$ cat src/pkg/fob_regs.svh
// Purpose: Offsets, field positions, codes and timing counts of the OTP control block.
// Assumes: Word addressing on the flash address pins; 16-bit data.
// Notes: Definitions only.
`ifndef FOB_REGS_SVH
`define FOB_REGS_SVH

`define FOB_ADDR_W 21
`define FOB_DATA_W 16
`define FOB_OTP_WORDS 8
`define FOB_FACTORY_WORDS 4
`define FOB_LOCK_OFFSET 21'h000080
`define FOB_OTP_BASE 21'h000081
`define FOB_LOCK_DATA 16'hfffd
`define FOB_LOCK_FACTORY_BIT 0
`define FOB_LOCK_CUSTOMER_BIT 1
`define FOB_LOCK_IDX 4'h8
`define FOB_ERASED 16'hffff

`define FOB_CMD_READ_ARRAY 8'hff
`define FOB_CMD_READ_ID 8'h90
`define FOB_CMD_OTP_PROGRAM 8'hc0
`define FOB_CMD_READ_STATUS 8'h70
`define FOB_CMD_CLEAR_STATUS 8'h50
`define FOB_CMD_SUSPEND 8'hb0

`define FOB_SR_READY_BIT 7
`define FOB_SR_FAIL_BIT 4
`define FOB_SR_PROTECT_BIT 1

`define FOB_MAIN_BLOCK_SHIFT 15
`define FOB_PARAM_BLOCK_SHIFT 12
`define FOB_PARAM_REGION 6'h3f
`define FOB_FIRST_PARAM_BLOCK 7'h3f

`define FOB_CLK_PERIOD_NS 10
`define FOB_OTP_PROG_NS 2000
`define FOB_OTP_PROG_CYCLES (`FOB_OTP_PROG_NS / `FOB_CLK_PERIOD_NS)

`endif

$ cat src/pkg/fob_pkg.sv
// Purpose: Types shared by the OTP control block.
// Assumes: Constants come from fob_regs.svh.
// Notes: The controller state is a single packed struct.
`default_nettype none
package fob_pkg;
  typedef enum logic [2:0] {
    MODE_ARRAY,
    MODE_IDENT,
    MODE_STATUS,
    MODE_OTP_SETUP,
    MODE_OTP_BUSY
  } fob_mode_type;

  typedef enum logic [1:0] {
    VERDICT_OK,
    VERDICT_FAIL,
    VERDICT_LOCKED
  } fob_verdict_type;

  typedef struct packed {
    fob_mode_type mode;
    fob_verdict_type verdict;
    logic [7:0] busy_cnt;
    logic fail;
    logic protect;
    logic strobe_prev;
    logic [3:0] op_idx;
    logic [15:0] op_data;
    logic [15:0] dq;
    logic dq_oe;
    logic [6:0] blk;
    logic param_blk;
    logic wr_prot;
    logic busy;
  } fob_state_type;
endpackage
`default_nettype wire

$ cat src/pkg/fob_mem_if.sv
// Purpose: Link between the command logic and the OTP storage.
// Assumes: Single clock.
// Notes: Write data is ANDed into the stored word by the storage.
`default_nettype none
interface fob_mem_if;
  logic we;
  logic [3:0] widx;
  logic [15:0] wdata;
  logic [3:0] ridx;
  logic [15:0] rdata;
  modport ctrl (output we, output widx, output wdata, output ridx, input rdata);
  modport mem (input we, input widx, input wdata, input ridx, output rdata);
endinterface
`default_nettype wire

$ cat src/design/fob_otp_mem.sv
// Purpose: Non-volatile OTP words and customer lock bit.
// Assumes: Index 0-7 are data words, index 8 is the lock word.
// Notes: Contents are not reset, so a reset leaves locks and data unchanged.
`include "fob_regs.svh"
`default_nettype none
module fob_otp_mem #(
  parameter logic [63:0] FACTORY_ID = 64'h0123_4567_89ab_cdef
) (
  input wire logic core_clk_i,
  fob_mem_if.mem port
);
  // The factory number value is arbitrary.
  logic [15:0] cust_reg [0:3];
  logic cust_unlocked_reg;
  logic [15:0] rdata_reg;

  initial begin
    for (int i = 0; i < 4; i++) begin
      cust_reg[i] = `FOB_ERASED;
    end
    cust_unlocked_reg = 1'b1;
  end

  // Programming only clears bits, so no write can erase.
  // A plain always, since the initial block also writes these cells to model erased cells.
  always @(posedge core_clk_i) begin
    if (port.we && port.widx == `FOB_LOCK_IDX) begin
      cust_unlocked_reg <= cust_unlocked_reg & port.wdata[`FOB_LOCK_CUSTOMER_BIT];
    end else if (port.we && port.widx[3:2] == 2'b01) begin
      cust_reg[port.widx[1:0]] <= cust_reg[port.widx[1:0]] & port.wdata;
    end
  end

  always_ff @(posedge core_clk_i) begin
    if (port.ridx == `FOB_LOCK_IDX) begin
      rdata_reg <= {14'h3fff, cust_unlocked_reg, 1'b0};
    end else if (port.ridx[3:2] == 2'b00) begin
      rdata_reg <= FACTORY_ID[{port.ridx[1:0], 4'h0} +: 16];
    end else if (port.ridx[3:2] == 2'b01) begin
      rdata_reg <= cust_reg[port.ridx[1:0]];
    end else begin
      rdata_reg <= 16'h0000;
    end
  end

  assign port.rdata = rdata_reg;
endmodule
`default_nettype wire

$ cat src/design/fob_ctrl.sv
// Purpose: Command interface and OTP block control of a NOR flash array.
// Assumes: All pins are synchronous to core_clk_i; the main array lives outside.
// Notes: Identifier reads return data two clocks after the request, through the storage register; array and status reads one clock.
`include "fob_regs.svh"
`default_nettype none
module fob_ctrl (
  input wire logic core_clk_i,
  input wire logic reset_i,
  input wire logic flash_rst_n_i,
  input wire logic ce_n_i,
  input wire logic we_n_i,
  input wire logic oe_n_i,
  input wire logic wp_n_i,
  input wire logic program_supply_monitor_i,
  input wire logic [20:0] addr_i,
  input wire logic [15:0] dq_i,
  input wire logic [15:0] array_rdata_i,
  input wire logic block_lock_i,
  input wire logic block_lockdown_i,
  output logic [15:0] dq_o,
  output logic dq_oe_o,
  output logic [6:0] block_num_o,
  output logic param_block_o,
  output logic block_write_protect_o,
  output logic otp_busy_o
);
  fob_pkg::fob_state_type state_reg;
  fob_pkg::fob_state_type state_next;
  fob_mem_if mem_bus ();

  fob_otp_mem fob_otp_mem_i (
    .core_clk_i(core_clk_i),
    .port(mem_bus.mem)
  );

  logic strobe;
  logic capture;
  logic reading;
  logic [7:0] cmd;
  logic [15:0] status;
  logic [3:0] id_idx;

  // Maps a word address to its block in the top-parameter map.
  function automatic logic [6:0] block_of(input logic [20:0] a);
    if (a[20:15] == `FOB_PARAM_REGION) begin
      return `FOB_FIRST_PARAM_BLOCK + {4'h0, a[14:12]};
    end
    return {1'b0, a[20:15]};
  endfunction

  // Maps an identifier-space address to a storage index; 4'hf means none.
  function automatic logic [3:0] otp_index(input logic [20:0] a);
    logic [20:0] d;
    d = a - `FOB_OTP_BASE;
    if (a == `FOB_LOCK_OFFSET) begin
      return `FOB_LOCK_IDX;
    end
    if (a >= `FOB_OTP_BASE && d < 21'(`FOB_OTP_WORDS)) begin
      return d[3:0];
    end
    return 4'hf;
  endfunction

  assign strobe = ~ce_n_i & ~we_n_i;
  assign capture = state_reg.strobe_prev & ~strobe & flash_rst_n_i;
  assign reading = ~ce_n_i & ~oe_n_i & we_n_i;
  assign cmd = dq_i[7:0];
  assign id_idx = otp_index(addr_i);
  assign status = {8'h00, ~state_reg.busy, 2'b00, state_reg.fail, 2'b00, state_reg.protect, 1'b0};

  always_comb begin
    state_next = state_reg;
    state_next.strobe_prev = strobe;
    mem_bus.we = 1'b0;
    mem_bus.widx = state_reg.op_idx;
    mem_bus.wdata = state_reg.op_data;
    mem_bus.ridx = id_idx;
    unique case (state_reg.mode)
      fob_pkg::MODE_ARRAY, fob_pkg::MODE_IDENT, fob_pkg::MODE_STATUS: begin
        if (capture) begin
          unique case (cmd)
            `FOB_CMD_READ_ARRAY: state_next.mode = fob_pkg::MODE_ARRAY;
            `FOB_CMD_READ_ID: state_next.mode = fob_pkg::MODE_IDENT;
            `FOB_CMD_READ_STATUS: state_next.mode = fob_pkg::MODE_STATUS;
            `FOB_CMD_OTP_PROGRAM: state_next.mode = fob_pkg::MODE_OTP_SETUP;
            `FOB_CMD_CLEAR_STATUS: begin
              state_next.fail = 1'b0;
              state_next.protect = 1'b0;
            end
            default: state_next.mode = state_reg.mode;
          endcase
        end
      end
      fob_pkg::MODE_OTP_SETUP: begin
        if (capture) begin
          // Second cycle: the target and data are judged now, written at the end.
          state_next.mode = fob_pkg::MODE_OTP_BUSY;
          state_next.busy = 1'b1;
          state_next.busy_cnt = 8'(`FOB_OTP_PROG_CYCLES - 1);
          state_next.op_idx = id_idx;
          state_next.op_data = dq_i;
          if (id_idx == 4'hf || !program_supply_monitor_i) begin
            state_next.verdict = fob_pkg::VERDICT_FAIL;
          end else if (id_idx == `FOB_LOCK_IDX) begin
            state_next.verdict = fob_pkg::VERDICT_OK;
          end else if (id_idx[3:2] == 2'b00 || !mem_bus.rdata[`FOB_LOCK_CUSTOMER_BIT]) begin
            state_next.verdict = fob_pkg::VERDICT_LOCKED;
          end else begin
            state_next.verdict = fob_pkg::VERDICT_OK;
          end
        end
      end
      fob_pkg::MODE_OTP_BUSY: begin
        // Commands, suspend included, are not decoded until the write ends.
        if (state_reg.busy_cnt != 8'h00) begin
          state_next.busy_cnt = state_reg.busy_cnt - 8'h01;
        end else begin
          state_next.mode = fob_pkg::MODE_STATUS;
          state_next.busy = 1'b0;
          mem_bus.we = state_reg.verdict == fob_pkg::VERDICT_OK;
          if (state_reg.verdict != fob_pkg::VERDICT_OK) begin
            state_next.fail = 1'b1;
          end
          if (state_reg.verdict == fob_pkg::VERDICT_LOCKED) begin
            state_next.protect = 1'b1;
          end
        end
      end
    endcase
    // The lock word must be read during the second cycle to judge the target.
    if (state_reg.mode == fob_pkg::MODE_OTP_SETUP) begin
      mem_bus.ridx = `FOB_LOCK_IDX;
    end
    if (state_reg.mode == fob_pkg::MODE_OTP_BUSY || state_reg.mode == fob_pkg::MODE_STATUS ||
        state_reg.mode == fob_pkg::MODE_OTP_SETUP) begin
      state_next.dq = status;
    end else if (state_reg.mode == fob_pkg::MODE_IDENT) begin
      state_next.dq = mem_bus.rdata;
    end else begin
      state_next.dq = array_rdata_i;
    end
    state_next.dq_oe = reading;
    state_next.blk = block_of(addr_i);
    state_next.param_blk = addr_i[20:15] == `FOB_PARAM_REGION;
    state_next.wr_prot = ~program_supply_monitor_i | ~flash_rst_n_i | block_lock_i |
                         (block_lockdown_i & ~wp_n_i);
    if (!flash_rst_n_i) begin
      state_next.mode = fob_pkg::MODE_ARRAY;
      mem_bus.we = 1'b0;
      state_next.busy = 1'b0;
      state_next.busy_cnt = 8'h00;
    end
  end

  // Only the command logic is reset; OTP contents and locks stay put.
  always_ff @(posedge core_clk_i or posedge reset_i) begin
    if (reset_i) begin
      state_reg <= '0;
    end else begin
      state_reg <= state_next;
    end
  end

  assign dq_o = state_reg.dq;
  assign dq_oe_o = state_reg.dq_oe;
  assign block_num_o = state_reg.blk;
  assign param_block_o = state_reg.param_blk;
  assign block_write_protect_o = state_reg.wr_prot;
  assign otp_busy_o = state_reg.busy;

  logic [8:0] busy_len;
  always_ff @(posedge core_clk_i or posedge reset_i) begin
    if (reset_i) begin
      busy_len <= 9'h000;
    end else if (otp_busy_o) begin
      busy_len <= busy_len + 9'h001;
    end else begin
      busy_len <= 9'h000;
    end
  end
endmodule
`default_nettype wire

$ cat config.mk
export PLATFORM = sky130hd
export DESIGN_NAME = fob_ctrl
export DESIGN_NICKNAME = d
export VERILOG_FILES = /design/src/pkg/fob_pkg.sv /design/src/pkg/fob_mem_if.sv /design/src/design/fob_otp_mem.sv /design/src/design/fob_ctrl.sv
export VERILOG_INCLUDE_DIRS = /design/src /design/src/pkg
export SDC_FILE = /design/constraint.sdc
export NUM_CORES = 1
export LEC_CHECK = 0
export BUFFER_PORTS_ARGS = -buffer_cell sky130_fd_sc_hd__buf_2
export CAP_MARGIN = 20
export CORE_UTILIZATION = 55
export DETAILED_ROUTE_END_ITERATION = 16
export PLACE_DENSITY = 0.88
export SLEW_MARGIN = 20
export SYNTH_ARGS = -nofsm -noshare
export SYNTH_HDL_FRONTEND = slang
export SYNTH_SLANG_ARGS = --single-unit
$ cat constraint.sdc
create_clock -name core_clk_i -period 5.88 [get_ports core_clk_i]
set_clock_uncertainty 0.1 [all_clocks]
set_input_delay 1.764 -clock core_clk_i [delete_from_list [all_inputs] [get_ports core_clk_i]]
set_output_delay 1.764 -clock core_clk_i [all_outputs]
set_load 0.01 [all_outputs]
Word level (Yosys, flattened, before mapping). Memory sizes are Yosys's and may differ from the RTL's. Cells that the tools add are included.

Memories: 1. RAM bits: 64. Output and inout port bits: 27. Register bits after elaboration: 80. Input bits: 63. Logic and storage cells: 139.

$lt $le $gt $ge: 2. Equal/unequal tests: 29. Bitwise logic cells: 19. Shift-type cells: 1. $add $sub $neg: 3. Reductions and logical operators: 23. Muxes and demuxes: 44.

Memory list: fob_otp_mem_i.cust_reg (words 4, bits a word 16, rd ports 2, clocked after Yosys merged registers in 0, wr ports 1, line fob_otp_mem.sv:13) `logic [15:0] cust_reg [0:3];`.

Operators with widths (count): 2-to-1 mux 16 bit (4); indexed part select 64 x 7 -> 16 bit, first input constant (1); == test 8 bit, second input constant (3); == test 21 x 8 -> 1 bit, second input constant (1); >= comparator 21 x 8 -> 1 bit, second input constant (1); less-than comparator 21 x 4 -> 1 bit, second input constant (1); subtractor 21 x 8 -> 21 bit, second input constant (1); 2-to-1 mux 4 bit (5); AND 16 bit (1); == test 4 bit, second input constant (4); == test 8 x 7 -> 1 bit, second input constant (2); 2-to-1 mux 8 bit (2); one-hot mux 8 bit (2 select lines) (1); 2-to-1 mux 1 bit (15); 2-to-1 mux 2 bit (7); 2-to-1 mux 7 bit (2); 2-to-1 mux 13 bit (1); inequality test 3 bit, second input constant (4); one-hot mux 3 bit (4 select lines) (1); AND reduction 5 bit (2); 2-to-1 mux 3 bit (3); one-hot mux 3 bit (3 select lines) (1); inequality test 2 bit, second input constant (4); inverter 1 bit (8); other kinds (26) (46).

Logic depth before layout (Yosys ltp).
Depth after elaboration: 15. Gate-level depth with buffers: 13. Depth with buffers taken out: 10.

Cells and area by module. A second synthesis with hierarchy kept.

Cells, all modules: 650. Area, all modules: 7073.0 µm².

Modules (own cells, without submodules): fob_otp_mem (area each 3537.1 µm², instances 1, cells each 239, sequential area each 2272.2 µm²); fob_ctrl (area each 3535.9 µm², instances 1, cells each 411, sequential area each 1576.5 µm²).

Worst setup path before layout. No wires, ideal clock.

Path type: input to register. Start: input port addr_i[0]. End: register fob_otp_mem_i.rdata_reg[12] (netlist: fob_otp_mem_i.port.rdata[12]). Path slack: 1.479 ns. Setup time: 0.120 ns. Stages on the path: 13. Data required time: 5.660 ns. Arrival: 4.181 ns. Path buffers: 3. Cells stage by stage: clkbuf_1 -> inv_1 -> ha_1 -> and2b_2 -> a21boi_2 -> o21ai_0 -> o211ai_4 -> nand4_4 -> nand2_2 -> buf_6 -> buf_12 -> mux2i_1 -> o21ai_1.

Longest elaborated chain between the ends: 11. Elaborated cells between the ends (all ways): 19. Classes of those cells: 1 x add/sub; 2 x order compare; 3 x eq/ne; 1 x shift; 9 x mux; 2 x reduce/logical; 1 x memory.

Ends and longest elaborated chain: start: declaration (line fob_ctrl.sv:15) `input wire logic [20:0] addr_i,`; subtractor 21 x 8 -> 21 bit (no line); less-than comparator 21 x 4 -> 1 bit (line fob_ctrl.sv:58) `` if (a >= `FOB_OTP_BASE && d < 21'(`FOB_OTP_WORDS)) begin ``; logical AND 1 bit (line fob_ctrl.sv:58); 2-to-1 mux 1 bit (2 in series) (line fob_ctrl.sv:58); 2-to-1 mux 4 bit (line fob_ctrl.sv:61) `return 4'hf;`; 2-to-1 mux 4 bit * (line fob_ctrl.sv:58); 2-to-1 mux 4 bit * (line fob_ctrl.sv:131) `if (state_reg.mode == fob_pkg::MODE_OTP_SETUP) begin`; parallel branches: the longest is 3 deep, another holds indexed part select 64 x 7 -> 16 bit; end signal: assignment (line fob_otp_mem.sv:36) `rdata_reg <= {14'h3fff, cust_unlocked_reg, 1'b0};`; end signal: assignment (line fob_otp_mem.sv:38) `rdata_reg <= FACTORY_ID[{port.ridx[1:0], 4'h0} +: 16];`; end signal: assignment (line fob_otp_mem.sv:40) `rdata_reg <= cust_reg[port.ridx[1:0]];`; end: declaration (line fob_otp_mem.sv:15) `logic [15:0] rdata_reg;`.

Every way passes the cells marked *. The select of a mux whose other input is x is not followed. A chain may end at the register's enable or synchronous reset.

Final worst setup path.
Start: input port addr_i[0]. End: register fob_otp_mem_i.rdata_reg[8] (netlist: fob_otp_mem_i.port.rdata[8]).

The elaborated chain is that of the path after synthesis.

==> key figures <==
Finish
  – Post-route insts no fill: 814
  – Nets: 701
  – Most common cell after layout, fill and taps aside: buf_2
  – Ant. Diodes: 0
  – Most frequent cells in the layout: 89 x buf_2, 65 x edfxtp_1, 63 x dfrtp_1
  – Max reg flops: 64
  – Area grow syn2layout: 14.2%
  – Layout fillers: 861
  – Ratio of cells with drive above 1 in the final layout: 0.297

Setup path
  – Cell family with most CP delay: simple AND/OR/NAND/NOR gates
  – Worst Setup End Kind: register
  – CP max stage cell: nor4_4
  – Critical path type: in2reg
  – FF-to-FF End: fob_otp_mem_i.cust_reg[1][14]
  – Number of buffers and inverters on the critical path: 2
  – Crit-path cells: buf_2, inv_1, ha_1, and2b_2, a21boi_2, mux2i_1, nor3_2, nand3_2, nor4_4, o221ai_1, o211ai_1
  – FF-to-FF Start: state_reg[61]
  – WP data arrival: 4.84 ns
  – CP Capture Point: fob_otp_mem_i.port.rdata[8]
  – CP required: 6.12 ns
  – Crit Path Max Fanout: 14
  – Critical Path Start: addr_i[0]
  – R2R setup slack: 2.35 ns
  – WP depth: 11
  – Worst Setup Start Kind: primary input
  – R2R depth: 7
  – CP peak stage delay: 0.77 ns

STA
  – Worst-margin pin slew: between 0.9 and 1 ns
  – RSZ-0062 raised after global routing: no
  – Final min period: 4.59 ns
  – Fin. max-slew vios: 0
  – Setup TNS: 0 ns
  – Max Fclk: ~0.22 GHz
  – Period utilization: 0.781
  – Relative slew slack: 0.345
  – Hold Fails Final Rpt: 0
  – Hold_ws: 0.361 ns
  – Final setup vio count: 0

Worst hold path
  – Min-delay src: fob_otp_mem_i.port.rdata[0]
  – Worst hold path type: reg2reg

Clock tree
  – CTS buffer count: 17
  – # resized after CTS: 0
  – Hold_buf cts: 0
  – Worst-skew pair later-pin latency: between 0.4 and 0.5 ns
  – CTS max path bufs: 2
  – Post CTS Setup Buffer Count: 0
  – # H-tree levels: 4
  – Root buffer cell: clkbuf_16
  – CTS tree: built
  – Sink Count: 144
  – Clock slew at reported path FFs: around 0.060 ns

Synth
  – Sequential-to-total area share from yosys stat: 0.548
  – Post-Syn Area per Cell: 12.5 um2
  – Ranking of synthesized cells by area: edfxtp_1 28%, dfrtp_1 22%, mux4_2 5.1%
  – Synth Flop Type: edfxtp_1
  – Post-synth top area share: 0.278
  – Number of synthesized flops with an enable pin: 65
  – Asr flop ratio synth: 0.438
  – Post-synthesis cell area: about 7000 um2
  – Netlist cell types: 80
  – Post-synthesis register bit count: between 100 and 150
  – Cells after synthesis: 563
  – Synth warnings: 0
  – Dominant cell type by area after synthesis: edfxtp_1
  – Mapped Nets: 631

GRT
  – Congestion Overflow GR: 0
  – First-pass GRT wire length: 24.3 mm
  – Largest net degree at the start of global routing: 64
  – GRT Util Overall: 0.249
  – Vias in the first global route: 4765
  – Initial antenna violation count: 0

Detailed routing
  – DRC Markers: 0
  – Final wirelength: 15.3 mm
  – Total number of vias: 4921
  – Routed Antenna Nets: 0
  – Initial drt markers: around 430
  – DR pass1 iterations: 6
  – Routed vias/inst: around 6
  – Drt wl/cell: 18.8 um

Die
  – # rows: 40
  – DIE AREA: 13200 um2
  – Starting Density: 0.575
  – Die Y: about 120 um
  – Core Area: 12200 um2
  – IO Count: 90
  – DIE WIDTH: 115 um

Pwr
  – Pleak: approximately 3.2 nW
  – Worst vdd ir: 0.263 mV
  – PD cells: 310 nW/um2

Run status
  – Status: finished, final reports clean

Job
  – Maxcap violations: 0

Place
  – DP Cell Count: 782
  – I/O Buffers: 89
  – Placer Congestion: 0.909
  – DP HPWL: 10.7 mm
-- area by class of cell --
class	instances	area, um2	area share
clock buffers	21	440	0.0549
clock inverters	11	141	0.0176
inverters	15	56.3	0.00702
multi-input cells	359	2830	0.352
flip-flops and latches	144	3850	0.480
well taps	168	210	0.0262
repair buffers	96	498	0.0621
-- worst register-to-register path, delay by kind of cell, from the launching register on --
family	cells	cell delay, ns
and+or+nand+nor	7	2.54
DFF	1	0.51
-- power breakdown --
group	internal [mW]	switching, mW
combinational	0.134	0.171
sequential	1.10	0.0339
clock	0.663	0.386
total	1.90	0.591
-- worst min-delay path by stage --
stage / end / cells past startpoint
after CTS: dq_o[0] / 1
final: dq_o[0] / 1
after detailed placement: dq_o[0] / 1
after floorplan: dq_o[0] / 1
after global placement: dq_o[0] / 1
after global routing: dq_o[0] / 1
-- cells in the mapped netlist (9+ instances only) --
cell type and instances:
a21oi_1 18, a22o_1 18, and2_1 17, buf_4 23, clkbuf_1 12, dfrtp_1 63, dfxtp_1 16, edfxtp_1 65
inv_1 15, mux2_2 23, mux2i_1 16, mux4_2 16, nand2_1 31, nand3_1 9, nor2_1 42, nor3_1 9
o21ai_0 24
-- metal layers --
layer	wire, um	part of all wire	up-vias	global-route usage
li1	-	-	2250	-
met3	1070	0.070	41	0.0712
met2	7580	0.49	218	0.406
met1	6240	0.41	2412	0.309
met4	458	0.030	0	0.115
met5	0	0	-	0
-- cells by family (layout without fill, tap and decap cells) --
group	count (synthesis)	after routing	synth area share
muxes	55	55	0.111
xor gates and xnor gates	8	8	0.00997
and+or+nand+nor	171	171	0.146
AOI/OAI and AO/OA	120	120	0.124
DFF	144	144	0.548
buffers and inverters	60	143	0.0518
adders and majority gates	5	5	0.00890
-- metrics by stage --
stage               utilization  setup slack, ns  total power, mW  instance area, um2
global route              0.657             1.10             2.57                8020
finish                    0.657             1.29             2.49                8020
CTS                       0.657             1.33             2.50                8020
floorplan                     -             1.48             1.38                7030
global placement          0.609             1.05             1.44                7440
detailed placement        0.609            0.934             1.45                7440
Note: power is estimated with default switching activity, not from simulation.
